File: config.mk
export PLATFORM = sky130hd
export DESIGN_NAME = ddtc_datapath_regs
export DESIGN_NICKNAME = d
export VERILOG_FILES = /design/src/rtl/ddtc_pkg.sv /design/src/rtl/ddtc_guard_timer.sv /design/src/rtl/ddtc_datapath_regs.sv
export SDC_FILE = /design/constraint.sdc
export NUM_CORES = 1
export LEC_CHECK = 0
export BUFFER_PORTS_ARGS = -buffer_cell sky130_fd_sc_hd__buf_4
export CORE_MARGIN = 1.5
export CORE_UTILIZATION = 50
export CTS_CLUSTER_DIAMETER = 40
export DETAILED_ROUTE_END_ITERATION = 7
export HOLD_SLACK_MARGIN = 0.12
export PLACE_DENSITY = 0.71
export SLEW_MARGIN = 10
export SYNTH_ARGS = -nofsm -noshare
export SYNTH_HDL_FRONTEND = slang
export SYNTH_SLANG_ARGS = --single-unit
File: constraint.sdc
create_clock -name clk -period 3.6 [get_ports clk]
set_clock_uncertainty 0.05 [all_clocks]
set_input_delay 0.72 -clock clk [delete_from_list [all_inputs] [get_ports clk]]
set_output_delay 0.72 -clock clk [all_outputs]
set_load 0.1 [all_outputs]
File: src/rtl/ddtc_pkg.sv
package ddtc_pkg;

   localparam int ADDR_W = 12;
   localparam int DATA_W = 8;
   localparam int SAMPLE_W = 16;
   localparam int NUM_CONV = 2;

   // each delay register step is worth 32 DAC clocks
   localparam int DELAY_SHIFT = 5;
   localparam int DELAY_COUNT_W = DATA_W + DELAY_SHIFT;

   localparam logic [ADDR_W-1:0] ADDR_CONV_PAGE = 12'h008;
   localparam logic [ADDR_W-1:0] ADDR_UPSAMPLE = 12'h112;
   localparam logic [ADDR_W-1:0] ADDR_GUARD_CFG = 12'h11F;
   localparam logic [ADDR_W-1:0] ADDR_ASSERT_FIRST = 12'h121;
   localparam logic [ADDR_W-1:0] ADDR_ASSERT_SECOND = 12'h122;
   localparam logic [ADDR_W-1:0] ADDR_DEASSERT_FIRST = 12'h123;
   localparam logic [ADDR_W-1:0] ADDR_DEASSERT_SECOND = 12'h124;
   localparam logic [ADDR_W-1:0] ADDR_SETUP_WORD = 12'h12D;
   localparam logic [ADDR_W-1:0] ADDR_TEMP_CTRL = 12'h12F;
   localparam logic [ADDR_W-1:0] ADDR_TEMP_LOW = 12'h132;
   localparam logic [ADDR_W-1:0] ADDR_TEMP_HIGH = 12'h133;
   localparam logic [ADDR_W-1:0] ADDR_TEMP_REFRESH = 12'h134;
   localparam logic [ADDR_W-1:0] ADDR_OFFSET_CTRL = 12'h135;
   localparam logic [ADDR_W-1:0] ADDR_OFFSET_LOW = 12'h136;
   localparam logic [ADDR_W-1:0] ADDR_OFFSET_HIGH = 12'h137;

   localparam logic [1:0] RST_CONV_PAGE = 2'h3;
   localparam logic [2:0] RST_UPSAMPLE = 3'h1;
   localparam logic [7:0] RST_GUARD_CFG = 8'h83;
   localparam logic [7:0] RST_ASSERT_FIRST = 8'h0F;
   localparam logic [7:0] RST_ASSERT_SECOND = 8'h00;
   localparam logic [7:0] RST_DEASSERT_FIRST = 8'hFF;
   localparam logic [7:0] RST_DEASSERT_SECOND = 8'hFF;
   localparam logic [7:0] RST_SETUP_WORD = 8'h46;
   localparam logic [7:0] RST_TEMP_CTRL = 8'h20;

   localparam int AUX_ON_BIT = 0;
   localparam int REFRESH_BIT = 0;
   localparam int OFFSET_ON_BIT = 0;
   localparam logic [7:0] GUARD_CFG_RSVD_MASK = 8'hF7;

   localparam logic [2:0] UPSAMPLE_1X = 3'h0;
   localparam logic [2:0] UPSAMPLE_2X = 3'h1;
   localparam logic [2:0] UPSAMPLE_4X = 3'h3;
   localparam logic [2:0] UPSAMPLE_8X = 3'h4;

   typedef struct packed {
      logic [1:0] fallStages;
      logic [1:0] riseStages;
      logic reserved;
      logic invert;
      logic [1:0] keep;
   } ddtc_guard_cfg_t;

   typedef struct packed {
      logic write;
      logic [ADDR_W-1:0] addr;
      logic [DATA_W-1:0] wdata;
   } ddtc_reg_req_t;

   typedef enum logic [2:0] {
      GUARD_LOW,
      RISE_FIRST,
      RISE_SECOND,
      GUARD_HIGH,
      FALL_FIRST,
      FALL_SECOND
   } ddtc_guard_state_t;

endpackage

File: src/rtl/ddtc_guard_timer.sv
`timescale 1ns/1ps
module ddtc_guard_timer
   import ddtc_pkg::*;
#(
   parameter int COUNT_W = DELAY_COUNT_W
) (
   input wire logic clk,
   input wire logic nrst,
   input wire logic load,
   input wire logic [DATA_W-1:0] loadValue,
   output logic expired
);
   logic [COUNT_W-1:0] remaining;
   logic [COUNT_W-1:0] next_remaining;

   always_comb begin
      next_remaining = remaining;
      if (load) begin
         next_remaining = COUNT_W'({loadValue, {DELAY_SHIFT{1'b0}}});
      end else if (remaining != '0) begin
         next_remaining = remaining - COUNT_W'(1);
      end
   end

   always_ff @(posedge clk) begin
      if (!nrst) begin
         remaining <= '0;
      end else begin
         remaining <= next_remaining;
      end
   end

   assign expired = (remaining == '0);
endmodule

File: src/rtl/ddtc_datapath_regs.sv
`timescale 1ns/1ps
module ddtc_datapath_regs (
   input wire logic clk,
   input wire logic nrst,
   input ddtc_pkg::ddtc_reg_req_t regReq,
   output logic [ddtc_pkg::DATA_W-1:0] regRdata,
   input wire logic transmitGateInput,
   output logic guardOutputPin,
   output logic [2:0] upsampleFactorSelect,
   output logic [ddtc_pkg::DATA_W-1:0] datapathSetup,
   output logic auxConverterOn,
   input wire logic [ddtc_pkg::SAMPLE_W-1:0] tempSample,
   input wire logic [ddtc_pkg::SAMPLE_W-1:0] sampleIn [ddtc_pkg::NUM_CONV],
   output logic [ddtc_pkg::SAMPLE_W-1:0] sampleOut [ddtc_pkg::NUM_CONV]
);
   import ddtc_pkg::*;

   // saturating add keeps a large offset from wrapping the waveform
   function automatic logic [SAMPLE_W-1:0] satAdd(input logic [SAMPLE_W-1:0] a,
                                                   input logic [SAMPLE_W-1:0] b);
      logic [SAMPLE_W:0] s;
      s = {a[SAMPLE_W-1], a} + {b[SAMPLE_W-1], b};
      if (s[SAMPLE_W] != s[SAMPLE_W-1]) begin
         satAdd = s[SAMPLE_W] ? 16'h8000 : 16'h7FFF;
      end else begin
         satAdd = s[SAMPLE_W-1:0];
      end
   endfunction

   function automatic logic isValidState(input ddtc_guard_state_t s);
      isValidState = (s == GUARD_HIGH) || (s == FALL_FIRST) || (s == FALL_SECOND);
   endfunction

   logic [1:0] convPage, next_convPage;
   logic [2:0] next_upsample;
   ddtc_guard_cfg_t guardCfg, next_guardCfg;
   logic [7:0] assertFirst, next_assertFirst;
   logic [7:0] assertSecond, next_assertSecond;
   logic [7:0] deassertFirst, next_deassertFirst;
   logic [7:0] deassertSecond, next_deassertSecond;
   logic [7:0] next_setup;
   logic [7:0] tempCtrl, next_tempCtrl;
   logic refreshBit, next_refreshBit;
   logic offsetAdderOn, next_offsetAdderOn;
   logic [SAMPLE_W-1:0] offsetValue [NUM_CONV];
   logic [SAMPLE_W-1:0] next_offsetValue [NUM_CONV];
   logic [SAMPLE_W-1:0] tempCode, next_tempCode;
   logic [7:0] next_rdata;
   logic wrHit;
   logic [SAMPLE_W-1:0] pageOffset;

   assign wrHit = regReq.write;
   assign pageOffset = convPage[0] ? offsetValue[0] : offsetValue[1];

   // register file and temperature capture
   always_comb begin
      next_convPage = convPage;
      next_upsample = upsampleFactorSelect;
      next_guardCfg = guardCfg;
      next_assertFirst = assertFirst;
      next_assertSecond = assertSecond;
      next_deassertFirst = deassertFirst;
      next_deassertSecond = deassertSecond;
      next_setup = datapathSetup;
      next_tempCtrl = tempCtrl;
      next_refreshBit = refreshBit;
      next_offsetAdderOn = offsetAdderOn;
      next_offsetValue = offsetValue;
      next_tempCode = tempCode;
      if (wrHit) begin
         case (regReq.addr)
            ADDR_CONV_PAGE: next_convPage = regReq.wdata[1:0];
            ADDR_UPSAMPLE: next_upsample = regReq.wdata[2:0];
            ADDR_GUARD_CFG: next_guardCfg = regReq.wdata & GUARD_CFG_RSVD_MASK;
            ADDR_ASSERT_FIRST: next_assertFirst = regReq.wdata;
            ADDR_ASSERT_SECOND: next_assertSecond = regReq.wdata;
            ADDR_DEASSERT_FIRST: next_deassertFirst = regReq.wdata;
            ADDR_DEASSERT_SECOND: next_deassertSecond = regReq.wdata;
            ADDR_SETUP_WORD: next_setup = regReq.wdata;
            ADDR_TEMP_CTRL: next_tempCtrl = regReq.wdata;
            ADDR_TEMP_REFRESH: next_refreshBit = regReq.wdata[REFRESH_BIT];
            ADDR_OFFSET_CTRL: next_offsetAdderOn = regReq.wdata[OFFSET_ON_BIT];
            ADDR_OFFSET_LOW: begin
               for (int i = 0; i < NUM_CONV; i++) begin
                  if (convPage[i]) begin
                     next_offsetValue[i][7:0] = regReq.wdata;
                  end
               end
            end
            ADDR_OFFSET_HIGH: begin
               for (int i = 0; i < NUM_CONV; i++) begin
                  if (convPage[i]) begin
                     next_offsetValue[i][15:8] = regReq.wdata;
                  end
               end
            end
            default: ;
         endcase
      end
      // a code is taken only while the aux converter is powered
      if (next_refreshBit && !refreshBit && tempCtrl[AUX_ON_BIT]) begin
         next_tempCode = tempSample;
      end
   end

   // read data lags the address by one clock
   always_comb begin
      case (regReq.addr)
         ADDR_CONV_PAGE: next_rdata = {6'h00, convPage};
         ADDR_UPSAMPLE: next_rdata = {5'h00, upsampleFactorSelect};
         ADDR_GUARD_CFG: next_rdata = guardCfg;
         ADDR_ASSERT_FIRST: next_rdata = assertFirst;
         ADDR_ASSERT_SECOND: next_rdata = assertSecond;
         ADDR_DEASSERT_FIRST: next_rdata = deassertFirst;
         ADDR_DEASSERT_SECOND: next_rdata = deassertSecond;
         ADDR_SETUP_WORD: next_rdata = datapathSetup;
         ADDR_TEMP_CTRL: next_rdata = tempCtrl;
         ADDR_TEMP_LOW: next_rdata = tempCode[7:0];
         ADDR_TEMP_HIGH: next_rdata = tempCode[15:8];
         ADDR_TEMP_REFRESH: next_rdata = {7'h00, refreshBit};
         ADDR_OFFSET_CTRL: next_rdata = {7'h00, offsetAdderOn};
         ADDR_OFFSET_LOW: next_rdata = pageOffset[7:0];
         ADDR_OFFSET_HIGH: next_rdata = pageOffset[15:8];
         default: next_rdata = 8'h00;
      endcase
   end

   always_ff @(posedge clk) begin
      if (!nrst) begin
         convPage <= RST_CONV_PAGE;
         upsampleFactorSelect <= RST_UPSAMPLE;
         guardCfg <= RST_GUARD_CFG;
         assertFirst <= RST_ASSERT_FIRST;
         assertSecond <= RST_ASSERT_SECOND;
         deassertFirst <= RST_DEASSERT_FIRST;
         deassertSecond <= RST_DEASSERT_SECOND;
         datapathSetup <= RST_SETUP_WORD;
         tempCtrl <= RST_TEMP_CTRL;
         refreshBit <= 1'b0;
         offsetAdderOn <= 1'b0;
         offsetValue <= '{default: '0};
         tempCode <= '0;
         regRdata <= '0;
         auxConverterOn <= 1'b0;
      end else begin
         convPage <= next_convPage;
         upsampleFactorSelect <= next_upsample;
         guardCfg <= next_guardCfg;
         assertFirst <= next_assertFirst;
         assertSecond <= next_assertSecond;
         deassertFirst <= next_deassertFirst;
         deassertSecond <= next_deassertSecond;
         datapathSetup <= next_setup;
         tempCtrl <= next_tempCtrl;
         refreshBit <= next_refreshBit;
         offsetAdderOn <= next_offsetAdderOn;
         offsetValue <= next_offsetValue;
         tempCode <= next_tempCode;
         regRdata <= next_rdata;
         auxConverterOn <= next_tempCtrl[AUX_ON_BIT];
      end
   end

   // offset adder, one register stage
   logic [SAMPLE_W-1:0] next_sampleOut [NUM_CONV];
   always_comb begin
      for (int i = 0; i < NUM_CONV; i++) begin
         next_sampleOut[i] = offsetAdderOn ? satAdd(sampleIn[i], offsetValue[i])
                                           : sampleIn[i];
      end
   end

   always_ff @(posedge clk) begin
      if (!nrst) begin
         sampleOut <= '{default: '0};
      end else begin
         sampleOut <= next_sampleOut;
      end
   end

   // transmit gate pin synchroniser and edge detect
   logic gateMeta, gateLevel, gateLast;
   always_ff @(posedge clk) begin
      if (!nrst) begin
         gateMeta <= 1'b0;
         gateLevel <= 1'b0;
         gateLast <= 1'b0;
      end else begin
         gateMeta <= transmitGateInput;
         gateLevel <= gateMeta;
         gateLast <= gateLevel;
      end
   end

   logic gateRise, gateFall;
   assign gateRise = gateLevel && !gateLast;
   assign gateFall = !gateLevel && gateLast;

   // guard sequencer; one timer is reloaded for each stage
   ddtc_guard_state_t state, next_state;
   logic timerLoad;
   logic [7:0] timerValue;
   logic timerExpired;
   logic next_guard;

   ddtc_guard_timer #(.COUNT_W(DELAY_COUNT_W)) u_timer (
      .clk(clk),
      .nrst(nrst),
      .load(timerLoad),
      .loadValue(timerValue),
      .expired(timerExpired)
   );

   always_comb begin
      next_state = state;
      timerLoad = 1'b0;
      timerValue = assertFirst;
      case (state)
         GUARD_LOW: begin
            if (gateRise) begin
               if (guardCfg.riseStages == 2'h0) begin
                  next_state = GUARD_HIGH;
               end else begin
                  timerLoad = 1'b1;
                  timerValue = assertFirst;
                  next_state = RISE_FIRST;
               end
            end
         end
         RISE_FIRST: begin
            // gate dropped before the guard rose: stay invalid
            if (!gateLevel) begin
               next_state = GUARD_LOW;
            end else if (timerExpired) begin
               if (guardCfg.riseStages >= 2'h2) begin
                  timerLoad = 1'b1;
                  timerValue = assertSecond;
                  next_state = RISE_SECOND;
               end else begin
                  next_state = GUARD_HIGH;
               end
            end
         end
         RISE_SECOND: begin
            if (!gateLevel) begin
               next_state = GUARD_LOW;
            end else if (timerExpired) begin
               next_state = GUARD_HIGH;
            end
         end
         GUARD_HIGH: begin
            if (gateFall) begin
               if (guardCfg.fallStages == 2'h0) begin
                  next_state = GUARD_LOW;
               end else begin
                  timerLoad = 1'b1;
                  timerValue = deassertFirst;
                  next_state = FALL_FIRST;
               end
            end
         end
         FALL_FIRST: begin
            if (gateLevel) begin
               next_state = GUARD_HIGH;
            end else if (timerExpired) begin
               if (guardCfg.fallStages >= 2'h2) begin
                  timerLoad = 1'b1;
                  timerValue = deassertSecond;
                  next_state = FALL_SECOND;
               end else begin
                  next_state = GUARD_LOW;
               end
            end
         end
         FALL_SECOND: begin
            if (gateLevel) begin
               next_state = GUARD_HIGH;
            end else if (timerExpired) begin
               next_state = GUARD_LOW;
            end
         end
         default: next_state = GUARD_LOW;
      endcase
      next_guard = isValidState(next_state) ^ guardCfg.invert;
   end

   always_ff @(posedge clk) begin
      if (!nrst) begin
         state <= GUARD_LOW;
         guardOutputPin <= 1'b0;
      end else begin
         state <= next_state;
         guardOutputPin <= next_guard;
      end
   end

   // helper: cycles spent in the current state and the count loaded
   logic [DELAY_COUNT_W-1:0] stateAge;
   logic [DELAY_COUNT_W-1:0] loadedCount;
   always_ff @(posedge clk) begin
      if (!nrst) begin
         stateAge <= '0;
         loadedCount <= '0;
      end else begin
         stateAge <= (next_state != state) ? '0 : stateAge + DELAY_COUNT_W'(1);
         if (timerLoad) begin
            loadedCount <= DELAY_COUNT_W'({timerValue, {DELAY_SHIFT{1'b0}}});
         end
      end
   end

   chk_guard_polarity: assert property (@(posedge clk) disable iff (!nrst)
      guardOutputPin == (isValidState(state) ^ $past(guardCfg.invert)))
      else $error("guard pin polarity wrong");

   chk_assert_first_delay: assert property (@(posedge clk) disable iff (!nrst)
      (state == RISE_FIRST && next_state != RISE_FIRST && gateLevel)
      |-> stateAge == loadedCount && loadedCount[4:0] == 5'h00)
      else $error("first assert delay length wrong");

   chk_assert_second_delay: assert property (@(posedge clk) disable iff (!nrst)
      (state == RISE_SECOND && next_state == GUARD_HIGH) |-> stateAge == loadedCount)
      else $error("second assert delay length wrong");

   chk_deassert_first_delay: assert property (@(posedge clk) disable iff (!nrst)
      (state == FALL_FIRST && next_state != FALL_FIRST && !gateLevel)
      |-> stateAge == loadedCount)
      else $error("first deassert delay length wrong");

   chk_deassert_second_delay: assert property (@(posedge clk) disable iff (!nrst)
      (state == FALL_SECOND && next_state == GUARD_LOW) |-> stateAge == loadedCount)
      else $error("second deassert delay length wrong");

   chk_stage_chain: assert property (@(posedge clk) disable iff (!nrst)
      (state == RISE_FIRST && timerExpired && gateLevel)
      |=> state == (($past(guardCfg.riseStages) >= 2'h2) ? RISE_SECOND : GUARD_HIGH))
      else $error("rise stages not chained as selected");

   chk_no_rise_stages: assert property (@(posedge clk) disable iff (!nrst)
      (state == GUARD_LOW && gateRise && guardCfg.riseStages == 2'h0)
      |=> state == GUARD_HIGH ##1 guardOutputPin == !$past(guardCfg.invert))
      else $error("zero rise stages did not raise guard at once");

   chk_upsample_write: assert property (@(posedge clk) disable iff (!nrst)
      (regReq.write && regReq.addr == ADDR_UPSAMPLE)
      |=> upsampleFactorSelect == $past(regReq.wdata[2:0]))
      else $error("upsample factor not updated");

   chk_aux_enable: assert property (@(posedge clk) disable iff (!nrst)
      (regReq.write && regReq.addr == ADDR_TEMP_CTRL)
      |=> auxConverterOn == $past(regReq.wdata[AUX_ON_BIT]))
      else $error("aux converter enable not followed");

   chk_temp_capture: assert property (@(posedge clk) disable iff (!nrst)
      (next_refreshBit && !refreshBit && auxConverterOn)
      |=> tempCode == $past(tempSample) ##2 $past(regReq.addr) != ADDR_TEMP_LOW
          || regRdata == $past(tempCode[7:0]))
      else $error("temperature code not captured on refresh edge");

   chk_offset_bypass: assert property (@(posedge clk) disable iff (!nrst)
      !offsetAdderOn |=> sampleOut[0] == $past(sampleIn[0]) && sampleOut[1] == $past(sampleIn[1]))
      else $error("offset applied while adder is off");

   chk_offset_sum: assert property (@(posedge clk) disable iff (!nrst)
      offsetAdderOn |=> sampleOut[1] == satAdd($past(sampleIn[1]), $past(offsetValue[1])))
      else $error("offset sum wrong");

   chk_offset_page: assert property (@(posedge clk) disable iff (!nrst)
      (regReq.write && regReq.addr == ADDR_OFFSET_LOW && !convPage[1])
      |=> $stable(offsetValue[1]))
      else $error("offset written to unselected converter");

endmodule

* Word level (Yosys, flattened, before mapping)
Cells that the tools add are included.
** Storage, ports and cells
- Output and inout port bits :: 53
- Bits of input ports :: 72
- Register bits after elaboration :: 170
** Operators by class
- Order comparisons :: 2
- Reductions and logical operators :: 30
- Add/sub/neg operators :: 3
- Eq/ne operators :: 25
- Muxes and demuxes :: 47
- Bitwise gates (word level) :: 2
** Operators by type and width (count)
- $eq 12x9->1 const B :: 14
- $pmux 8 s15 :: 1
- $mux 16 :: 7
- $mux 8 :: 8
- $mux 3 :: 12
- $add 16x16->17 :: 2
- $mux 13 :: 2
- $pmux 8 s3 :: 1
- $reduce_and 2->1 :: 10
- $pmux 3 s6 :: 1
- $logic_not 13->1 :: 1
- $mux 1 :: 13
- $reduce_bool 13->1 :: 1
- $sub 13x1->13 const B :: 1
- $eq 12x4->1 const B :: 1
- $eq 3x3->1 const B :: 4
- $reduce_and 3->1 :: 4
- $eq 3x2->1 const B :: 3
- $ge 2x2->1 const B :: 2
- $logic_and 1x1->1 :: 4
- $logic_not 2->1 :: 2
- $pmux 1 s4 :: 1
- $eq 3x1->1 const B :: 1
- $logic_not 1->1 :: 3
- other kinds (8) :: 10

* Longest topological paths before layout
Gate-level depths: netlist (run 1).
- Depth after elaboration :: 9
- Gate-level depth with buffers :: 12
- Depth with buffers taken out :: 11

* Modules after synthesis
From an unflattened synthesis (run 1), not the netlist that was laid out.
** Unflattened totals
- Cell total of the unflattened synthesis :: 1130
- Area total of the unflattened synthesis :: 9088.7 um^2
** Modules (own cells, without submodules)
- ddtc_datapath_regs :: cells an instance 1054, instances 1, sequential area each 3143.0 um^2, area each 8418.1 um^2
- ddtc_guard_timer :: cells an instance 76, instances 1, sequential area each 260.2 um^2, area each 670.6 um^2

* Worst setup path after synthesis (run 1)
No wires, ideal clock.
- Kind :: input port to flip-flop
- Start point :: input port sampleIn[16] in the netlist's numbering
- End point :: register sampleOut[24] in the netlist's numbering
- Arrival :: 2.827 ns
- Data required time :: 3.480 ns
- Cell stages on the path :: 12
- Path slack :: 0.653 ns
- Cells stage by stage :: ha_1 -> inv_1 -> fa_1 -> nor2b_1 -> o31a_1 -> o2111ai_1 -> a31oi_1 -> a2bb2oi_2 -> inv_2 -> buf_6 -> maj3_2 -> a21oi_1
** Between the ends
- Word-level cells in the longest chain between the ends :: 4
- Elaborated cells on any way between the ends :: 5
- Classes of those cells :: add/sub (1); eq/ne (1); mux (3)
** Ends and longest elaborated chain
- from (decl) :: line ddtc_datapath_regs.sv:13 : input wire logic [ddtc_pkg::SAMPLE_W-1:0] sampleIn [ddtc_pkg::NUM_CONV],
- $add 16x16->17 (*) :: line ddtc_datapath_regs.sv:22 : s = {a[SAMPLE_W-1], a} + {b[SAMPLE_W-1], b};
- $mux 16 or $ne 1x1->1 (tied branches) :: line ddtc_datapath_regs.sv:24, ddtc_datapath_regs.sv:23
- $mux 16 (*) :: line ddtc_datapath_regs.sv:23 : if (s[SAMPLE_W] != s[SAMPLE_W-1]) begin
- $mux 16 (*) :: line ddtc_datapath_regs.sv:168 : next_sampleOut[i] = offsetAdderOn ? satAdd(sampleIn[i], offsetValue[i])
- to (signal assigned) :: line ddtc_datapath_regs.sv:177 : sampleOut <= next_sampleOut;
- to (decl) :: line ddtc_datapath_regs.sv:14 : output logic [ddtc_pkg::SAMPLE_W-1:0] sampleOut [ddtc_pkg::NUM_CONV]
Every way passes the cells marked *; elsewhere a longest branch is shown, timed or not.
A chain may end at the register's enable or synchronous reset.

* Worst setup path in the final report (run 1)
- Start point :: register offsetValue[16] in the netlist's numbering
- End point :: register sampleOut[18] in the netlist's numbering
** Between the ends
- Word-level cells in the longest chain between the ends :: 4
- Elaborated cells on any way between the ends :: 5
- Classes of those cells :: add/sub (1); eq/ne (1); mux (3)
** Ends and longest elaborated chain
- from (decl) :: line ddtc_datapath_regs.sv:45 : logic [SAMPLE_W-1:0] offsetValue [NUM_CONV];
- from (signal assigned) :: line ddtc_datapath_regs.sv:157 : offsetValue <= next_offsetValue;
- $add 16x16->17 (*) :: line ddtc_datapath_regs.sv:22
- $mux 16 or $ne 1x1->1 (tied branches) :: line ddtc_datapath_regs.sv:24, ddtc_datapath_regs.sv:23
- $mux 16 (*) :: line ddtc_datapath_regs.sv:23
- $mux 16 (*) :: line ddtc_datapath_regs.sv:168
Marks and branches as above.

==> results of run 1 <==
## sequential cells by signal, summed over array words and instances (netlist names)
| register | flops |
|---|---|
| assertFirst | 8 |
| assertSecond | 8 |
| convPage | 2 |
| datapathSetup | 8 |
| deassertFirst | 8 |
| deassertSecond | 8 |
| gateLast | 1 |
| gateLevel | 1 |
| gateMeta | 1 |
| guardCfg | 7 |
| guardOutputPin | 1 |
| offsetAdderOn | 1 |
| offsetValue | 32 |
| refreshBit | 1 |
| regRdata | 8 |
| sampleOut | 32 |
| state | 3 |
| tempCode | 16 |
| tempCtrl | 8 |
| u_timer.remaining | 13 |
| upsampleFactorSelect | 3 |
## synthesized netlist by cell type, types with 6 or more instances
master    count  area [µm²]
a211oi_1      8        60.1
a21o_1        7        52.6
a21oi_1     115         576
a221oi_1      6        52.6
a22o_1        7        61.3
a22oi_1      16         120
a31oi_1      10        62.6
and2_1       11        68.8
and3_1        7        43.8
buf_2        10        50.1
clkbuf_1     46         173
dfxtp_1     170        3400
ha_1         34         425
inv_1        22        82.6
maj3_2       18         203
mux2i_1      72         721
nand2_1     158         593
nand2b_1     10        62.6
nand3_1      76         380
nor2_1      105         394
nor2b_1      13        81.3
nor3_1       20         100
o211ai_1      7        52.6
o21a_1        6        45.0
o21ai_0      65         325
o21ai_1      16        80.1
o22ai_1      11        68.8
xnor2_1      13         114
xor2_1       17         149
## metrics by stage
step,area [µm²],cells,setup WS (ps),utilization,hold WS (ps)
floorplan,9500,1167,653,-,362
global placement,10600,1480,374,0.568,387
detailed placement,10600,1480,292,0.568,376
CTS,11200,1512,676,0.601,412
global route,11200,1512,402,0.601,434
finish,11200,1512,669,0.601,417
## layer usage
metal / vias up / share of wire
li1: 4390 / -
met4: 0 / 0.026
met2: 434 / 0.44
met1: 4195 / 0.45
met5: - / 0
met3: 52 / 0.090
## cell type report
class / count / share of cell area
Clock buffer: 18 / 0.0392
Clock inverter: 14 / 0.0144
Inverter: 23 / 0.00771
Multi-Input combinational cell: 908 / 0.511
Sequential cell: 170 / 0.304
Tap cell: 234 / 0.0261
Timing Repair Buffer: 145 / 0.0972
## report_power, final
group          total [W]  internal (W)  switching, W
registers        0.00202       0.00194     0.0000700
logic           0.000927      0.000350      0.000576
clock network    0.00190       0.00106      0.000843
total            0.00484       0.00335       0.00149
## critical path, delay by kind of cell, from the launching register on
| family | cells | cell delay (ps) |
|---|---|---|
| buffers and inverters | 2 | 250 |
| AO/OA/AOI/OAI | 5 | 1020 |
| adder cells (fa/ha/maj) | 3 | 980 |
| AND/OR/NAND/NOR | 1 | 160 |
| flip-flops | 1 | 380 |
## path summary, 6_finish.rpt
check	from	to	cells after the start
worst min-delay path	gateMeta	gateLevel	1
worst max register to register	offsetValue[16]	sampleOut[18]	11
worst min register to register	gateMeta	gateLevel	1
worst max-delay path	offsetValue[16]	sampleOut[18]	11
## cell usage in the layout, fill, tap and decap left out, types with 11 or more instances in the layout
| cell | count |
|---|---|
| nor2_1 | 105 |
| clkbuf_16 | 17 |
| a21oi_1 | 115 |
| maj3_2 | 18 |
| nor3_1 | 20 |
| dfxtp_1 | 170 |
| and2_1 | 11 |
| a22oi_1 | 16 |
| buf_4 | 145 |
| xnor2_1 | 13 |
| mux2i_1 | 72 |
| ha_1 | 34 |
| o22ai_1 | 11 |
| xor2_1 | 17 |
| nand3_1 | 76 |
| o21ai_0 | 65 |
| inv_1 | 21 |
| nor2b_1 | 13 |
| o21ai_1 | 16 |
| nand2_1 | 158 |
## cells by family after synthesis
family	Yosys count	synth area share
AND/OR/NAND/NOR	438	0.222
multiplexers	74	0.0794
flip-flops	170	0.358
buffers and inverters	89	0.0394
XOR/XNOR	31	0.0294
adder cells (fa/ha/maj)	57	0.0735
AO/OA/AOI/OAI	308	0.199
==> flow_summary.ini, run 1 <==
[cells_and_area]
drive_gt1_frac = 0.174
nets = 1373
fill_cells = 1705
multi_input_area_um2 = 5730
syn_to_final_growth_pct = 17.8
diodes = 0
seq_area_um2 = 3400

[clock_network]
clock_latency_ps = 440
ctsHoldBuffers = 0
cts_resized = 0
htree_num_levels = 4
max-clock-path-buffers = 2
cts_tree = built
root_buffer = clkbuf_16
numClockSinks = 170
cts_made_buffers = 17
postCtsSetupBuffers = 0
clkTransAtPathRegs_ps = 70

[critical_path]
crit_path_top_delay_cell = fa_1
cp-start-kind = flip-flop
cp.arrival_ps = 3240
crit_path_end_kind = flip-flop
crit_type = reg -> reg
worstPathMaxFanout = 13
cp_slowest_stage_delay_ps = 390
crit_chain = ha_1 > inv_1 > fa_1 > nor2b_1 > o31a_1 > o2111ai_1 > a31oi_1 > a2bb2oi_2 > inv_2 > maj3_1 > a21oi_1
required_ps = 3910
reg2reg_slack_ps = 670

[synthesis]
yosysWarnings = 0
syn-cell-area_um2 = 9500
synth_cell_type_count = 80
synth_edf_count = 0
synth-main-ff-cell = dfxtp_1
async_flop_share = 0
synthCells = 1167
ys_ff_latch = 170
yosysSeqAreaShare = 0.358
syn_nets = 1275
synth.avg_cell_area_um2 = 8.14

[grt]
met1_usage = 0.406
grt_max_degree = 85
grt_antenna_before_repair = 0
grt_pass1_vias = 8281
grt_busiest_layer = met2
grt_use_total = 0.290
grt_first_pass_wirelength_um = 45100
met3_usage = 0.0594
grt_overflow_total = 0
grtUsageMet2 = 0.445

[timing]
fmax_mhz = 341
slew_violations = 0
tightest_slew_ps = 938
finalCriticalPeriod_ps = 2930
period_share = 0.814
finalSetupViolations = 0
tns_ps = 0
relSlewSlack = 0.375
hold_violations = 0
rsz0062_at_grt = no

[floorplan]
initial_core_util = 0.510
chipHeight_um = 141
core_um2 = 18600
ios = 125
placement_rows = 50
die_w_um = 141
die_area_um2 = 19800

[power]
fin_total_pwr_w = 0.00484
p_leak_nw = 4.61
ir_drop_mv = 0.348
power_density_nw_per_um2 = 432

[routing]
wl_per_cell_um = 18.8
routed_wirelength_um = 28400
drt_iter0_markers = 996
drt_pass1_iterations = 5
ant_nets = 0
drc = 0
vias = 9071
via_per_inst = 6.00

[placed_design]
hpwl_um = 20200
io_buffers = 124
gp_congestion = 0.980

[run_status]
outcome = completed

[run]
cap_violations = 0

[hold_path]
hp-class = reg -> reg
Note: power is estimated with default switching activity, not from simulation.
==> run 2: changes to the inputs <==
--- a/config.mk
+++ b/config.mk
@@ -5,13 +5,14 @@
 export SDC_FILE = /design/constraint.sdc
 export NUM_CORES = 1
 export LEC_CHECK = 0
+export ABC_AREA = 1
 export BUFFER_PORTS_ARGS = -buffer_cell sky130_fd_sc_hd__buf_4
 export CORE_MARGIN = 1.5
 export CORE_UTILIZATION = 50
 export CTS_CLUSTER_DIAMETER = 40
 export DETAILED_ROUTE_END_ITERATION = 7
 export HOLD_SLACK_MARGIN = 0.12
-export PLACE_DENSITY = 0.71
+export PLACE_DENSITY = 0.73
 export SLEW_MARGIN = 10
 export SYNTH_ARGS = -nofsm -noshare
 export SYNTH_HDL_FRONTEND = slang
==> constraint.sdc (replaced) <==
create_clock -name clk -period 2.5 [get_ports clk]
set_clock_uncertainty 0.05 [all_clocks]
set_input_delay 0.5 -clock clk [delete_from_list [all_inputs] [get_ports clk]]
set_output_delay 0.5 -clock clk [all_outputs]
set_load 0.1 [all_outputs]
==> flow_summary.ini, run 2 <==
[hold_path]
hp-start = transmitGateInput
hp-class = in -> reg
min_to = gateMeta
min_path_cells = 3

[critical_path]
crit_type = reg -> reg
r2r_start = offsetValue[0]
path_buf_inv = 4
reg2reg_depth = 17
crit_path_top_delay_cell = fa_1
crit_chain = ha_1 > inv_1 > fa_1 > inv_1 > nand3_1 > nand2_1 > nand2_1 > nand2_1 > nand2_1 > nand2_1 > nand2_1 > nand2_1 > inv_1 > nand2_1 > buf_12 > nand3_1 > a21oi_1
crit_family = simple AND/OR/NAND/NOR gates
path_common_cell = nand2_1
required_ps = 2830
cp-start-kind = flip-flop
cp_slowest_stage_delay_ps = 370
r2r-end = sampleOut[0]
crit_path_end_kind = flip-flop
cp.arrival_ps = 2530
reg2reg_slack_ps = 300
critical_path.startpoint = offsetValue[0]
worstPathMaxFanout = 14

[timing]
fmax_mhz = 454
rsz0062_at_grt = no
finalSetupViolations = 0
relSlewSlack = 0.614
period_share = 0.881
setup_slack_ps = 298
tightest_slew_ps = 579
tns_ps = 0
slew_violations = 0
finalCriticalPeriod_ps = 2200
hold_violations = 0

[cells_and_area]
diodes = 0
final_util = 0.614
stdcell_count = 1905
layout_commonest_cell = nand2_1
seq_area_um2 = 3400
fill_cells = 1851
final_cell_mix = nand2_1 (323), inv_1 (192), buf_4 (172)
top_regs = offsetValue x32, sampleOut x32, tempCode x16
drive_gt1_frac = 0.152
nets = 1735
multi_input_area_um2 = 5430
syn_to_final_growth_pct = 20.8

[synthesis]
synth_cell_type_count = 46
yosysMostFrequentCell = nand2_1
async_flop_share = 0
synth_top_cell_area_share = 0.347
synthCells = 1480
synth-main-ff-cell = dfxtp_1
synth_area_leaders = dfxtp_1 (35%), nand2_1 (12%), a21oi_1 (7.7%), inv_1 (7.3%), o21ai_0 (7.3%)
synth.avg_cell_area_um2 = 6.64
ys_top_cells_by_count = nand2_1 (323), inv_1 (192), dfxtp_1 (170)
yosysTopAreaCell = dfxtp_1
syn_nets = 1588
synth_edf_count = 0
yosysWarnings = 0
syn-cell-area_um2 = 9820
ys_ff_latch = 170
yosysSeqAreaShare = 0.347

[grt]
grt_overflow_total = 0
met3_usage = 0.0453
grt_busiest_layer = met2
grt_max_degree = 140
grt_use_total = 0.298
grt_pass1_vias = 9245
met1_usage = 0.405
grt_first_pass_wirelength_um = 47500
grtUsageMet2 = 0.480
grt_antenna_before_repair = 0

[floorplan]
die_w_um = 143
core_um2 = 19300
placement_rows = 51
ios = 125
die_area_um2 = 20500
initial_core_util = 0.508
chipHeight_um = 143

[routing]
ant_nets = 0
via_per_inst = 5.41
routed_wirelength_um = 30400
drc = 0
wl_per_cell_um = 15.9
drt_pass1_iterations = 6
drt_iter0_markers = 911
vias = 10315

[clock_network]
clkTransAtPathRegs_ps = 70
ctsHoldBuffers = 0
cts_made_buffers = 17
max-clock-path-buffers = 2
cts_tree = built
postCtsSetupBuffers = 0
root_buffer = clkbuf_16
clock_latency_ps = 440
htree_num_levels = 4
numClockSinks = 170

[placed_design]
dp_slack_ps = 37.2
gp_congestion = 0.973
placedCellCount = 1873
hpwl_um = 22600
io_buffers = 124

[power]
ir_drop_mv = 0.494
power_density_nw_per_um2 = 570
p_leak_nw = 5.85

[run]
cap_violations = 0

[run_status]
outcome = completed
run 2: cells by family after synthesis:
family / Yosys count / share of synthesized area
simple gates: 604 / 0.265
compound gates: 386 / 0.214
buf+inv: 254 / 0.101
flops: 170 / 0.347
fa+ha+maj: 36 / 0.0474
xor+xnor: 30 / 0.0268
run 2: layer usage:
layer  up-vias  part of all wire
li1       5176                 -
met1      4715              0.45
met2       370              0.46
met3        54             0.065
met4         0             0.025
met5         -                 0
run 2: layout make-up:
class	count	share of cell area
sequential	170	0.287
clock inverter	13	0.0101
tap	265	0.0280
clock buffer	19	0.0365
inverter	206	0.0652
timing repair buffer	176	0.116
multi-input combinational	1056	0.458
run 2: worst max-delay path by stage:
| stage | depth (start not counted) | end | slack [ps] |
|---|---|---|---|
| 2_1_floorplan | 12 | sampleOut[30] | 140 |
| 3_3_place_gp | 16 | sampleOut[11] | 110 |
| 3_5_place_dp | 16 | sampleOut[11] | 40 |
| 4_1_cts | 15 | sampleOut[11] | 260 |
| 5_1_grt | 17 | sampleOut[2] | 20 |
| 6_report | 17 | sampleOut[0] | 300 |
run 2: stage by stage:
step	total power, W	hold slack [ps]	area [µm²]
after floorplan	0.00385	340	9820
after global placement	0.00420	356	11300
after detailed placement	0.00423	356	11300
after CTS	0.00677	193	11900
after global routing	0.00704	199	11900
final	0.00676	190	11900
run 2: worst reg2reg max path: cells and delay by family (launching register included):
kind                     cells  cell delay (ps)
AND/OR/NAND/NOR             10              700
adder cells (fa/ha/maj)      2              540
flip-flops                   1              350
buffers and inverters        4              350
AO/OA/AOI/OAI                1              140
run 2: power breakdown:
group          internal, W  switching [W]
Sequential         0.00280      0.0000649
Combinational     0.000442       0.000870
Clock              0.00138        0.00120
run 2: timing repair:
item,4_1_cts,5_1_grt
endpoints found under the setup margin,0,3
resized for setup,0,1
hold endpoints to repair,0,0
